`config.mk`:
```
export PLATFORM = sky130hd
export DESIGN_NAME = mmd_memory_map_decoder
export DESIGN_NICKNAME = d
export VERILOG_FILES = /design/src/hw/mmd_pkg.sv /design/src/hw/mmd_dec_if.sv /design/src/hw/mmd_data_decode.sv /design/src/hw/mmd_memory_map_decoder.sv
export SDC_FILE = /design/constraint.sdc
export NUM_CORES = 1
export LEC_CHECK = 0
export BUFFER_PORTS_ARGS = -buffer_cell sky130_fd_sc_hd__buf_2
export CAP_MARGIN = 0
export CORE_MARGIN = 5
export CORE_UTILIZATION = 41
export CTS_CLUSTER_SIZE = 24
export DETAILED_ROUTE_END_ITERATION = 16
export PLACE_DENSITY = 0.83
export SETUP_SLACK_MARGIN = 0.02
export SYNTH_ARGS = -nofsm -noshare
export SYNTH_HDL_FRONTEND = slang
export SYNTH_SLANG_ARGS = --single-unit
```
`constraint.sdc`:
```
create_clock -name clk_sys -period 1.3 [get_ports clk_sys]
set_input_delay 0.13 -clock clk_sys [delete_from_list [all_inputs] [get_ports clk_sys]]
set_output_delay 0.13 -clock clk_sys [all_outputs]
set_load 0.01 [all_outputs]
```
`src/hw/mmd_pkg.sv`:
```
/*
 * Shared constants and types of the memory map decoder.
 * Assumes nothing beyond a SystemVerilog compiler.
 */
package mmd_pkg;

  // ****************************************************************
  // Program flash geometry
  // ****************************************************************
  localparam int          PROG_ADDR_W      = 16;
  localparam int          SECTOR_BYTES     = 128;
  localparam int          BYTE_SEL_W       = 7;
  localparam int          BLK0_SECTORS     = 512;
  localparam int          BLK1_SECTORS     = 64;
  localparam int          SECTOR_W         = 9;
  localparam logic [15:0] OVERLAY_TOP      = 16'h1FFF;

  // ****************************************************************
  // Bank switch field values
  // ****************************************************************
  localparam logic [1:0]  BANK_OVERLAY     = 2'h0;
  localparam logic [1:0]  BANK_POR_PROG    = 2'h1;
  localparam logic [1:0]  BANK_SW_UNPROG   = 2'h2;
  localparam logic [1:0]  BANK_SW_PROG     = 2'h3;

  // ****************************************************************
  // Data memory geometry
  // ****************************************************************
  localparam int          ONCHIP_RAM_BYTES = 1024;
  localparam int          EXPANDED_ONCHIP_RAM_BYTES       = 768;
  localparam int          EXPANDED_ONCHIP_RAM_W           = 10;
  localparam logic [15:0] EXPANDED_ONCHIP_RAM_TOP         = 16'h02FF;
  localparam logic [15:0] RI_EXPANDED_ONCHIP_RAM_TOP      = 16'h00FF;
  localparam int          UPPER_BIT        = 7;

  // ****************************************************************
  // Types
  // ****************************************************************
  typedef enum logic [1:0] {
    MMD_RST_POR_EXT,
    MMD_RST_WDT_BOD,
    MMD_RST_SOFT
  } mmd_rst_cause_e;

  typedef enum logic [1:0] {
    MMD_ACC_DIRECT,
    MMD_ACC_INDIRECT,
    MMD_ACC_EXTERNAL_MOVE_INSTRUCTION_PTR,
    MMD_ACC_EXTERNAL_MOVE_INSTRUCTION_DATA_POINTER_REG
  } mmd_acc_kind_e;

  typedef enum logic [2:0] {
    MMD_TGT_NONE,
    MMD_TGT_LOWER_RAM,
    MMD_TGT_UPPER_RAM,
    MMD_TGT_SFR,
    MMD_TGT_EXPANDED_ONCHIP_RAM,
    MMD_TGT_EXT_BUS
  } mmd_target_e;

endpackage

```
`src/hw/mmd_dec_if.sv`:
```
/*
 * Carrier between the top decoder and its data-side decode module.
 * Assumes both ends sit in the clk_sys domain.
 */
`timescale 1ns/1ps
interface mmd_dec_if;
  import mmd_pkg::*;

  // Request side
  logic          req;
  mmd_acc_kind_e kind;
  logic [15:0]   addr;
  logic          xram_sel;
  // Decoded answer
  mmd_target_e   tgt;
  logic          ext_hi_drive;
  logic [9:0]    expanded_onchip_ram_addr;

  modport top (output req, kind, addr, xram_sel, input tgt, ext_hi_drive, expanded_onchip_ram_addr);
  modport dec (input req, kind, addr, xram_sel, output tgt, ext_hi_drive, expanded_onchip_ram_addr);
endinterface

```
`src/hw/mmd_data_decode.sv`:
```
/*
 * Combinational data-space decode: picks lower RAM, upper RAM, SFR,
 * expanded RAM or the external bus for one access.
 * Assumes the caller registers the answer.
 */
`timescale 1ns/1ps
module mmd_data_decode
  import mmd_pkg::*;
(
  // Decode request and answer
  mmd_dec_if.dec d
);

  // ****************************************************************
  // Target selection
  // ****************************************************************
  always_comb begin
    d.tgt          = MMD_TGT_NONE;
    d.ext_hi_drive = 1'b0;
    d.expanded_onchip_ram_addr    = d.addr[EXPANDED_ONCHIP_RAM_W-1:0];
    if (d.req) begin
      unique case (d.kind)
        // Low half shared, high half split by mode
        MMD_ACC_DIRECT:   d.tgt = d.addr[UPPER_BIT] ? MMD_TGT_SFR : MMD_TGT_LOWER_RAM;
        MMD_ACC_INDIRECT: d.tgt = d.addr[UPPER_BIT] ? MMD_TGT_UPPER_RAM : MMD_TGT_LOWER_RAM;
        MMD_ACC_EXTERNAL_MOVE_INSTRUCTION_PTR: begin
          if (!d.xram_sel) begin
            // Pointer reach stops at 0FFH
            d.tgt       = MMD_TGT_EXPANDED_ONCHIP_RAM;
            d.expanded_onchip_ram_addr = {2'h0, d.addr[7:0]};
          end else begin
            d.tgt = MMD_TGT_EXT_BUS;  // 8-bit paged cycle
          end
        end
        MMD_ACC_EXTERNAL_MOVE_INSTRUCTION_DATA_POINTER_REG: begin
          if (!d.xram_sel && d.addr <= EXPANDED_ONCHIP_RAM_TOP) begin
            d.tgt = MMD_TGT_EXPANDED_ONCHIP_RAM;
          end else begin
            d.tgt          = MMD_TGT_EXT_BUS;
            d.ext_hi_drive = 1'b1;
          end
        end
      endcase
    end
  end

endmodule

```
`src/hw/mmd_memory_map_decoder.sv`:
```
/*
 * Memory map decoder: program flash bank overlay and sector split,
 * data space target selection and external bus address outputs.
 * Assumes the core issues at most one fetch, one programming access
 * and one data access per cycle, all synchronous to clk_sys.
 */
// Notes on behaviour
// - Primary flash: 512 sectors of 128 bytes
// - Secondary flash: 64 sectors of 128 bytes
// - Low seven bits byte, rest sector
// - Field 00 overlays secondary on low 8K
// - Otherwise secondary reached only by programming
// - Hidden primary low 8K stays programmable
// - Field loaded at reset from start-up bit
// - Software changes bit 0 only, start-up kept
// - 1024 bytes on chip, 64K external
// - 00H-7FH direct and indirect
// - Upper half: indirect RAM, direct SFR
// - Select low: 000H-2FFH goes to expanded RAM
// - Expanded RAM via pointers or data pointer
// - Expanded RAM leaves ports and strobes alone
// - Select low: above 2FFH runs external cycle
// - Select high: pointer moves, 8-bit external cycle
// - Data pointer moves drive 16-bit address
// - High port upper byte, low port lower
// - Select low: pointer moves only 0-0FFH
`timescale 1ns/1ps
module mmd_memory_map_decoder
  import mmd_pkg::*;
(
  // Clock and reset
  input  wire logic            clk_sys,
  input  wire logic            rst,
  // Reset configuration
  input  mmd_rst_cause_e       rst_cause,
  input  wire logic            startup_bank_bit,
  // Run-time bank write
  input  wire logic            bank_wr,
  input  wire logic            bank_wr_bit0,
  output logic [1:0]           bank_switch_config,
  // Instruction fetch
  input  wire logic            fetch_req,
  input  wire logic [15:0]     fetch_addr,
  // In-application programming access
  input  wire logic            iap_req,
  input  wire logic [15:0]     iap_addr,
  input  wire logic            iap_blk1,
  // Flash select answer
  output logic                 prog_valid,
  output logic                 prog_err,
  output logic                 prog_blk1,
  output logic [SECTOR_W-1:0]  prog_sector,
  output logic [BYTE_SEL_W-1:0] prog_byte,
  // Data access
  input  wire logic            data_req,
  input  mmd_acc_kind_e        data_kind,
  input  wire logic [15:0]     data_addr,
  input  wire logic            external_ram_select,
  // Data target answer
  output logic                 data_valid,
  output mmd_target_e          data_target,
  output logic [7:0]           ram_addr,
  output logic [EXPANDED_ONCHIP_RAM_W-1:0]    expanded_onchip_ram_addr,
  // External bus cycle
  output logic                 ext_cycle,
  output logic [7:0]           low_addr_data_port,
  output logic [7:0]           high_addr_port,
  output logic                 high_addr_drive
);

  // ****************************************************************
  // Bank switch field
  // ****************************************************************
  logic [1:0] bank_q;
  logic [1:0] bank_d;

  // Next bank value from reset cause or software write
  always_comb begin
    bank_d = bank_q;
    if (rst) begin
      unique case (rst_cause)
        MMD_RST_POR_EXT: bank_d = startup_bank_bit ? BANK_OVERLAY : BANK_POR_PROG;
        MMD_RST_WDT_BOD: bank_d = {bank_q[1], ~startup_bank_bit};
        MMD_RST_SOFT:    bank_d = startup_bank_bit ? BANK_SW_UNPROG : BANK_SW_PROG;
        default:         bank_d = startup_bank_bit ? BANK_OVERLAY : BANK_POR_PROG;
      endcase
    end else if (bank_wr) begin
      bank_d = {bank_q[1], bank_wr_bit0};
    end
  end

  // Bank register
  always_ff @(posedge clk_sys) begin
    bank_q <= bank_d;
  end

  assign bank_switch_config = bank_q;

  // ****************************************************************
  // Program side decode
  // ****************************************************************
  logic                  pv_q, pv_d;
  logic                  perr_q, perr_d;
  logic                  pb1_q, pb1_d;
  logic [SECTOR_W-1:0]   psec_q, psec_d;
  logic [BYTE_SEL_W-1:0] pbyte_q, pbyte_d;

  // Which block and sector serve the access
  always_comb begin
    pv_d    = 1'b0;
    perr_d  = 1'b0;
    pb1_d   = pb1_q;
    psec_d  = psec_q;
    pbyte_d = pbyte_q;
    if (fetch_req) begin
      // Fetch wins over a programming access in the same cycle
      pv_d    = 1'b1;
      pb1_d   = (bank_q == BANK_OVERLAY) && (fetch_addr <= OVERLAY_TOP);
      psec_d  = fetch_addr[PROG_ADDR_W-1:BYTE_SEL_W];
      pbyte_d = fetch_addr[BYTE_SEL_W-1:0];
    end else if (iap_req) begin
      // Either block's low 8K by explicit select
      if (iap_blk1 && iap_addr > OVERLAY_TOP) begin
        perr_d = 1'b1;  // Beyond the 64 secondary sectors
      end else begin
        pv_d    = 1'b1;
        pb1_d   = iap_blk1;
        psec_d  = iap_addr[PROG_ADDR_W-1:BYTE_SEL_W];
        pbyte_d = iap_addr[BYTE_SEL_W-1:0];
      end
    end
  end

  // Program answer registers
  always_ff @(posedge clk_sys) begin
    if (rst) begin
      pv_q    <= 1'b0;
      perr_q  <= 1'b0;
      pb1_q   <= 1'b0;
      psec_q  <= '0;
      pbyte_q <= '0;
    end else begin
      pv_q    <= pv_d;
      perr_q  <= perr_d;
      pb1_q   <= pb1_d;
      psec_q  <= psec_d;
      pbyte_q <= pbyte_d;
    end
  end

  assign prog_valid  = pv_q;
  assign prog_err    = perr_q;
  assign prog_blk1   = pb1_q;
  assign prog_sector = psec_q;
  assign prog_byte   = pbyte_q;

  // ****************************************************************
  // Data side decode
  // ****************************************************************
  mmd_dec_if dec_if ();

  assign dec_if.req      = data_req;
  assign dec_if.kind     = data_kind;
  assign dec_if.addr     = data_addr;
  assign dec_if.xram_sel = external_ram_select;

  mmd_data_decode u_dec (
    .d (dec_if.dec)
  );

  logic              dv_q, dv_d;
  mmd_target_e       dt_q, dt_d;
  logic [7:0]        ra_q, ra_d;
  logic [EXPANDED_ONCHIP_RAM_W-1:0] ea_q, ea_d;
  logic              xc_q, xc_d;
  logic [7:0]        lo_q, lo_d;
  logic [7:0]        hi_q, hi_d;
  logic              hd_q, hd_d;

  // Data answer; port outputs move only for external cycles
  always_comb begin
    dv_d = data_req;
    dt_d = dec_if.tgt;
    ra_d = ra_q;
    ea_d = ea_q;
    xc_d = 1'b0;
    lo_d = lo_q;
    hi_d = hi_q;
    hd_d = hd_q;
    unique case (dec_if.tgt)
      MMD_TGT_LOWER_RAM,
      MMD_TGT_UPPER_RAM,
      MMD_TGT_SFR:  ra_d = data_addr[7:0];
      MMD_TGT_EXPANDED_ONCHIP_RAM: ea_d = dec_if.expanded_onchip_ram_addr;  // Ports held
      MMD_TGT_EXT_BUS: begin
        xc_d = 1'b1;
        lo_d = data_addr[7:0];
        hd_d = dec_if.ext_hi_drive;
        if (dec_if.ext_hi_drive) begin
          hi_d = data_addr[15:8];  // Full 64K reach
        end
      end
      default: dv_d = data_req;
    endcase
  end

  // Data answer registers
  always_ff @(posedge clk_sys) begin
    if (rst) begin
      dv_q <= 1'b0;
      dt_q <= MMD_TGT_NONE;
      ra_q <= '0;
      ea_q <= '0;
      xc_q <= 1'b0;
      lo_q <= '0;
      hi_q <= '0;
      hd_q <= 1'b0;
    end else begin
      dv_q <= dv_d;
      dt_q <= dt_d;
      ra_q <= ra_d;
      ea_q <= ea_d;
      xc_q <= xc_d;
      lo_q <= lo_d;
      hi_q <= hi_d;
      hd_q <= hd_d;
    end
  end

  assign data_valid         = dv_q;
  assign data_target        = dt_q;
  assign ram_addr           = ra_q;
  assign expanded_onchip_ram_addr          = ea_q;
  assign ext_cycle          = xc_q;
  assign low_addr_data_port = lo_q;
  assign high_addr_port     = hi_q;
  assign high_addr_drive    = hd_q;

  // ****************************************************************
  // Assertions
  // ****************************************************************
  property p_overlay_fetch;
    @(posedge clk_sys) disable iff (rst)
      fetch_req && bank_q == BANK_OVERLAY && fetch_addr <= OVERLAY_TOP |=> prog_valid && prog_blk1;
  endproperty
  a_overlay_fetch: assert property (p_overlay_fetch) else $error("overlay fetch not from secondary");

  property p_hidden_blk1;
    @(posedge clk_sys) disable iff (rst)
      fetch_req && (bank_q != BANK_OVERLAY || fetch_addr > OVERLAY_TOP) |=> !prog_blk1;
  endproperty
  a_hidden_blk1: assert property (p_hidden_blk1) else $error("secondary visible to fetch");

  property p_iap_low_blk0;
    @(posedge clk_sys) disable iff (rst)
      !fetch_req && iap_req && !iap_blk1 |=> prog_valid && !prog_blk1 && !prog_err;
  endproperty
  a_iap_low_blk0: assert property (p_iap_low_blk0) else $error("primary low 8K not programmable");

  property p_sector_split;
    @(posedge clk_sys) disable iff (rst)
      fetch_req |=> prog_sector == $past(fetch_addr[15:7]) && prog_byte == $past(fetch_addr[6:0]);
  endproperty
  a_sector_split: assert property (p_sector_split) else $error("sector or byte split wrong");

  property p_por_load;
    @(posedge clk_sys)
      rst && rst_cause == MMD_RST_POR_EXT |=> bank_switch_config == {1'b0, !$past(startup_bank_bit)};
  endproperty
  a_por_load: assert property (p_por_load) else $error("power-on bank value wrong");

  property p_sw_bit0;
    @(posedge clk_sys) disable iff (rst)
      bank_wr |=> bank_switch_config[0] == $past(bank_wr_bit0) && $stable(bank_switch_config[1]);
  endproperty
  a_sw_bit0: assert property (p_sw_bit0) else $error("bank bit write wrong");

  property p_direct_sfr;
    @(posedge clk_sys) disable iff (rst)
      data_req && data_kind == MMD_ACC_DIRECT && data_addr[7] |=> data_target == MMD_TGT_SFR;
  endproperty
  a_direct_sfr: assert property (p_direct_sfr) else $error("direct upper access missed SFR");

  property p_expanded_onchip_ram_quiet;
    @(posedge clk_sys) disable iff (rst)
      data_req && dec_if.tgt == MMD_TGT_EXPANDED_ONCHIP_RAM |=>
        !ext_cycle && $stable(low_addr_data_port) && $stable(high_addr_port) && $stable(high_addr_drive);
  endproperty
  a_expanded_onchip_ram_quiet: assert property (p_expanded_onchip_ram_quiet) else $error("expanded RAM disturbed ports");

  property p_ptr_expanded_onchip_ram_low;
    @(posedge clk_sys) disable iff (rst)
      data_req && data_kind == MMD_ACC_EXTERNAL_MOVE_INSTRUCTION_PTR && !external_ram_select |=>
        data_target == MMD_TGT_EXPANDED_ONCHIP_RAM && expanded_onchip_ram_addr[9:8] == 2'h0 && !ext_cycle;
  endproperty
  a_ptr_expanded_onchip_ram_low: assert property (p_ptr_expanded_onchip_ram_low) else $error("pointer move left low expanded RAM");

  property p_data_pointer_reg_ext;
    @(posedge clk_sys) disable iff (rst)
      data_req && data_kind == MMD_ACC_EXTERNAL_MOVE_INSTRUCTION_DATA_POINTER_REG && data_addr > EXPANDED_ONCHIP_RAM_TOP |=>
        ext_cycle && high_addr_drive && {high_addr_port, low_addr_data_port} == $past(data_addr);
  endproperty
  a_data_pointer_reg_ext: assert property (p_data_pointer_reg_ext) else $error("data pointer cycle address wrong");

  c_overlay_fetch: cover property (@(posedge clk_sys) disable iff (rst) fetch_req && bank_q == BANK_OVERLAY);
  c_expanded_onchip_ram_access:   cover property (@(posedge clk_sys) disable iff (rst) data_valid && data_target == MMD_TGT_EXPANDED_ONCHIP_RAM);
  c_ext_cycle:     cover property (@(posedge clk_sys) disable iff (rst) ext_cycle && !high_addr_drive);
  c_bank_write:    cover property (@(posedge clk_sys) disable iff (rst) bank_wr ##1 fetch_req);

endmodule

```
==> impl_metrics.json <==
{
  "ir_worst_vdd_uv": 736,
  "relSlewSlack": 0.672,
  "slew_violations": 0,
  "synth_nets": 326,
  "finalCriticalPeriod_ns": 1.16,
  "dieWidth_um": 88.6,
  "whs_ns": 0.0719,
  "die-area_um2": 7860,
  "min_delay_path_depth": 3,
  "grt_use_total": 0.182,
  "yosysWarnings": 0,
  "ant_nets": 0,
  "drc": 0,
  "rsz0062_at_grt": "no",
  "grt_pass1_vias": 2365,
  "arrival_ns": 1.38,
  "ctsHtreeMaxLevel": 3,
  "power_mw": 4.60,
  "crit_fanout": 28,
  "postSynth.asyncResetShare": 0,
  "reg2regPathDepth": 3,
  "postCtsSetupRepairBufs": 0,
  "skew_ns": 0.00149,
  "min_period_over_period": 0.892,
  "fp.dieH_um": 88.6,
  "cts_root_buffer": "clkbuf_8",
  "critical_path_class": "in2reg",
  "cts_tree": "built",
  "clock_latency_ns": 0.32,
  "vias": 2396,
  "syn_inst": 264,
  "cts.sinks": 61,
  "clock_path_buffers": 2,
  "outcome": "completed",
  "worstPathCellList": "buf_2, or3_4, a21oi_4, buf_12, nor2_1, a211oi_1",
  "p_per_area_nw_per_um2": 1300,
  "drt-total-wl_um": 7030,
  "worst_slew_pin_slew_ns": 0.490,
  "portBuffers": 122,
  "path_buf_inv": 2,
  "max_freq_ghz": 0.862,
  "grt-ovfl-total": 0,
  "diodes": 0,
  "final_common_cell": "buf_2",
  "synth_area_um2": 2530,
  "grt_pass1_wl_um": 10900,
  "timing.max_cap.violations": 0,
  "ys_ff_latch": 61,
  "crit_cells": 6,
  "hold_viol": 0,
  "cp_slowest_cell": "or3_4",
  "report.final.setup_viol": 0,
  "start_kind": "primary input",
  "firstDrtPassIters": 4,
  "cp-end-kind": "flip-flop",
  "synth_enable_flop_cells": 2,
  "ys_types": 38,
  "coreArea_um2": 5960,
  "mostFrequentLayoutCells": "122 x buf_2, 59 x dfxtp_1, 30 x a21oi_1",
  "fp-row-count": 28,
  "grt_antenna_before_repair": 0,
  "dp_hpwl_um": 5440,
  "ioPinCount": 123,
  "grt_max_degree": 30,
  "cts_buffers": 9,
  "p_leak_nw": 1.64,
  "crit_required_ns": 1.52,
  "syn_area_per_cell_um2": 9.60,
  "max_stage_delay_ns": 0.40,
  "drt_iter0_drc": 91,
  "cts_resized": 0,
  "clkSlewWorstSetupHoldPaths_ns": 0.07,
  "yosysSeqAreaShare": 0.490,
  "finalWeightedCongestion": 0.776,
  "yosys_most_used_dff": "dfxtp_1",
  "ctsHoldBuffers": 0,
  "cpLargestDelayFamily": "simple AND/OR/NAND/NOR gates",
  "vias_per_cell": 5.03,
  "post_drt_wl_per_cell_um": 14.8,
  "fin_nets": 458,
  "start_util": 0.426,
  "syn_to_final_growth_pct": 39.6,
  "hold_class": "in2reg",
  "drive_gt1_frac": 0.444
}
==> through the flow <==
step	area, um2	util	cells	worst slack (ns)	TNS (ns)
floorplan	2530	-	264	0.0960	0
CTS	3540	0.594	476	0.158	0
finish	3540	0.594	476	0.140	0
detailed placement	3310	0.556	460	-0.177	-1.79
global route	3540	0.594	476	0.0638	0
global placement	3310	0.556	460	-0.0635	-0.738
==> worst register-to-register path: cells and delay by family (launching register included) <==
family,cells,cell delay [ns]
AOI/OAI and AO/OA,2,0.36
and+or+nand+nor,1,0.25
DFF,1,0.40
==> power by group <==
| part | internal (mW) | total, mW | switching [mW] |
|---|---|---|---|
| Combinational | 0.310 | 0.683 | 0.373 |
| Clock | 1.18 | 1.88 | 0.704 |
| Sequential | 1.98 | 2.03 | 0.0475 |
==> cell families (layout without fill, tap and decap cells) <==
logic type             count (synthesis)  after routing  share of synthesized area
DFF                                   61             61                      0.490
and+or+nand+nor                       85             85                      0.174
buffers and inverters                 23            160                     0.0464
AOI/OAI and AO/OA                     72             72                      0.199
muxes                                 23             23                     0.0908
==> registers in the layout (all words and copies together) (netlist names) <==
| register | count |
|---|---|
| bank_switch_config | 2 |
| ram_addr | 8 |
| high_addr_port | 8 |
| prog_sector | 9 |
| high_addr_drive | 1 |
| prog_byte | 7 |
| low_addr_data_port | 8 |
| expanded_onchip_ram_addr | 10 |
| prog_valid | 1 |
| ext_cycle | 1 |
| prog_err | 1 |
| data_target | 3 |
| prog_blk1 | 1 |
| data_valid | 1 |
==> final timing paths <==
path	from	to	slack, ns
max	iap_addr[14]	prog_byte[3]$_SDFFE_PP0P_	0.14
min	data_addr[0]	expanded_onchip_ram_addr[0]$_SDFFE_PP0N_	0.07
max reg2reg	bank_switch_config[1]$_DFFE_PP_	prog_blk1$_SDFFE_PP0P_	0.20
min reg2reg	ram_addr[4]$_SDFFE_PP0P_	ram_addr[4]$_SDFFE_PP0P_	0.46
==> cell type report <==
| type | instances | area (um2) |
|---|---|---|
| fillers | 527 | 2420 |
| flip-flops and latches | 61 | 1240 |
| multi-input cells | 180 | 1180 |
| repair buffers | 141 | 791 |
| clock buffers | 12 | 155 |
| well taps | 75 | 93.8 |
| clock inverters | 4 | 70.1 |
| inverters | 3 | 11.3 |
==> layer usage <==
layer | share of wire | wire, um | global-route usage | up-vias
li1 | - | - | - | 1198
met1 | 0.40 | 2840 | 0.211 | 1089
met2 | 0.49 | 3470 | 0.317 | 101
met3 | 0.091 | 642 | 0.0419 | 8
met4 | 0.012 | 86 | 0.0824 | 0
met5 | 0 | 0 | 0 | -
==> Yosys cell counts (3+ instances only) <==
cell type / count / area [um2]
a211oi_2: 12 / 150
and2_1: 3 / 18.8
a21oi_1: 30 / 150
buf_1: 3 / 11.3
nand3_1: 18 / 90.1
buf_2: 4 / 20.0
o21ai_0: 18 / 90.1
dfxtp_1: 59 / 1180
clkbuf_1: 8 / 30.0
nor2_1: 25 / 93.8
mux2i_1: 23 / 230
a211oi_1: 5 / 37.5
inv_1: 3 / 11.3
buf_4: 3 / 22.5
nand2_1: 19 / 71.3
nor2b_1: 4 / 25.0
Note: power is estimated with default switching activity, not from simulation.
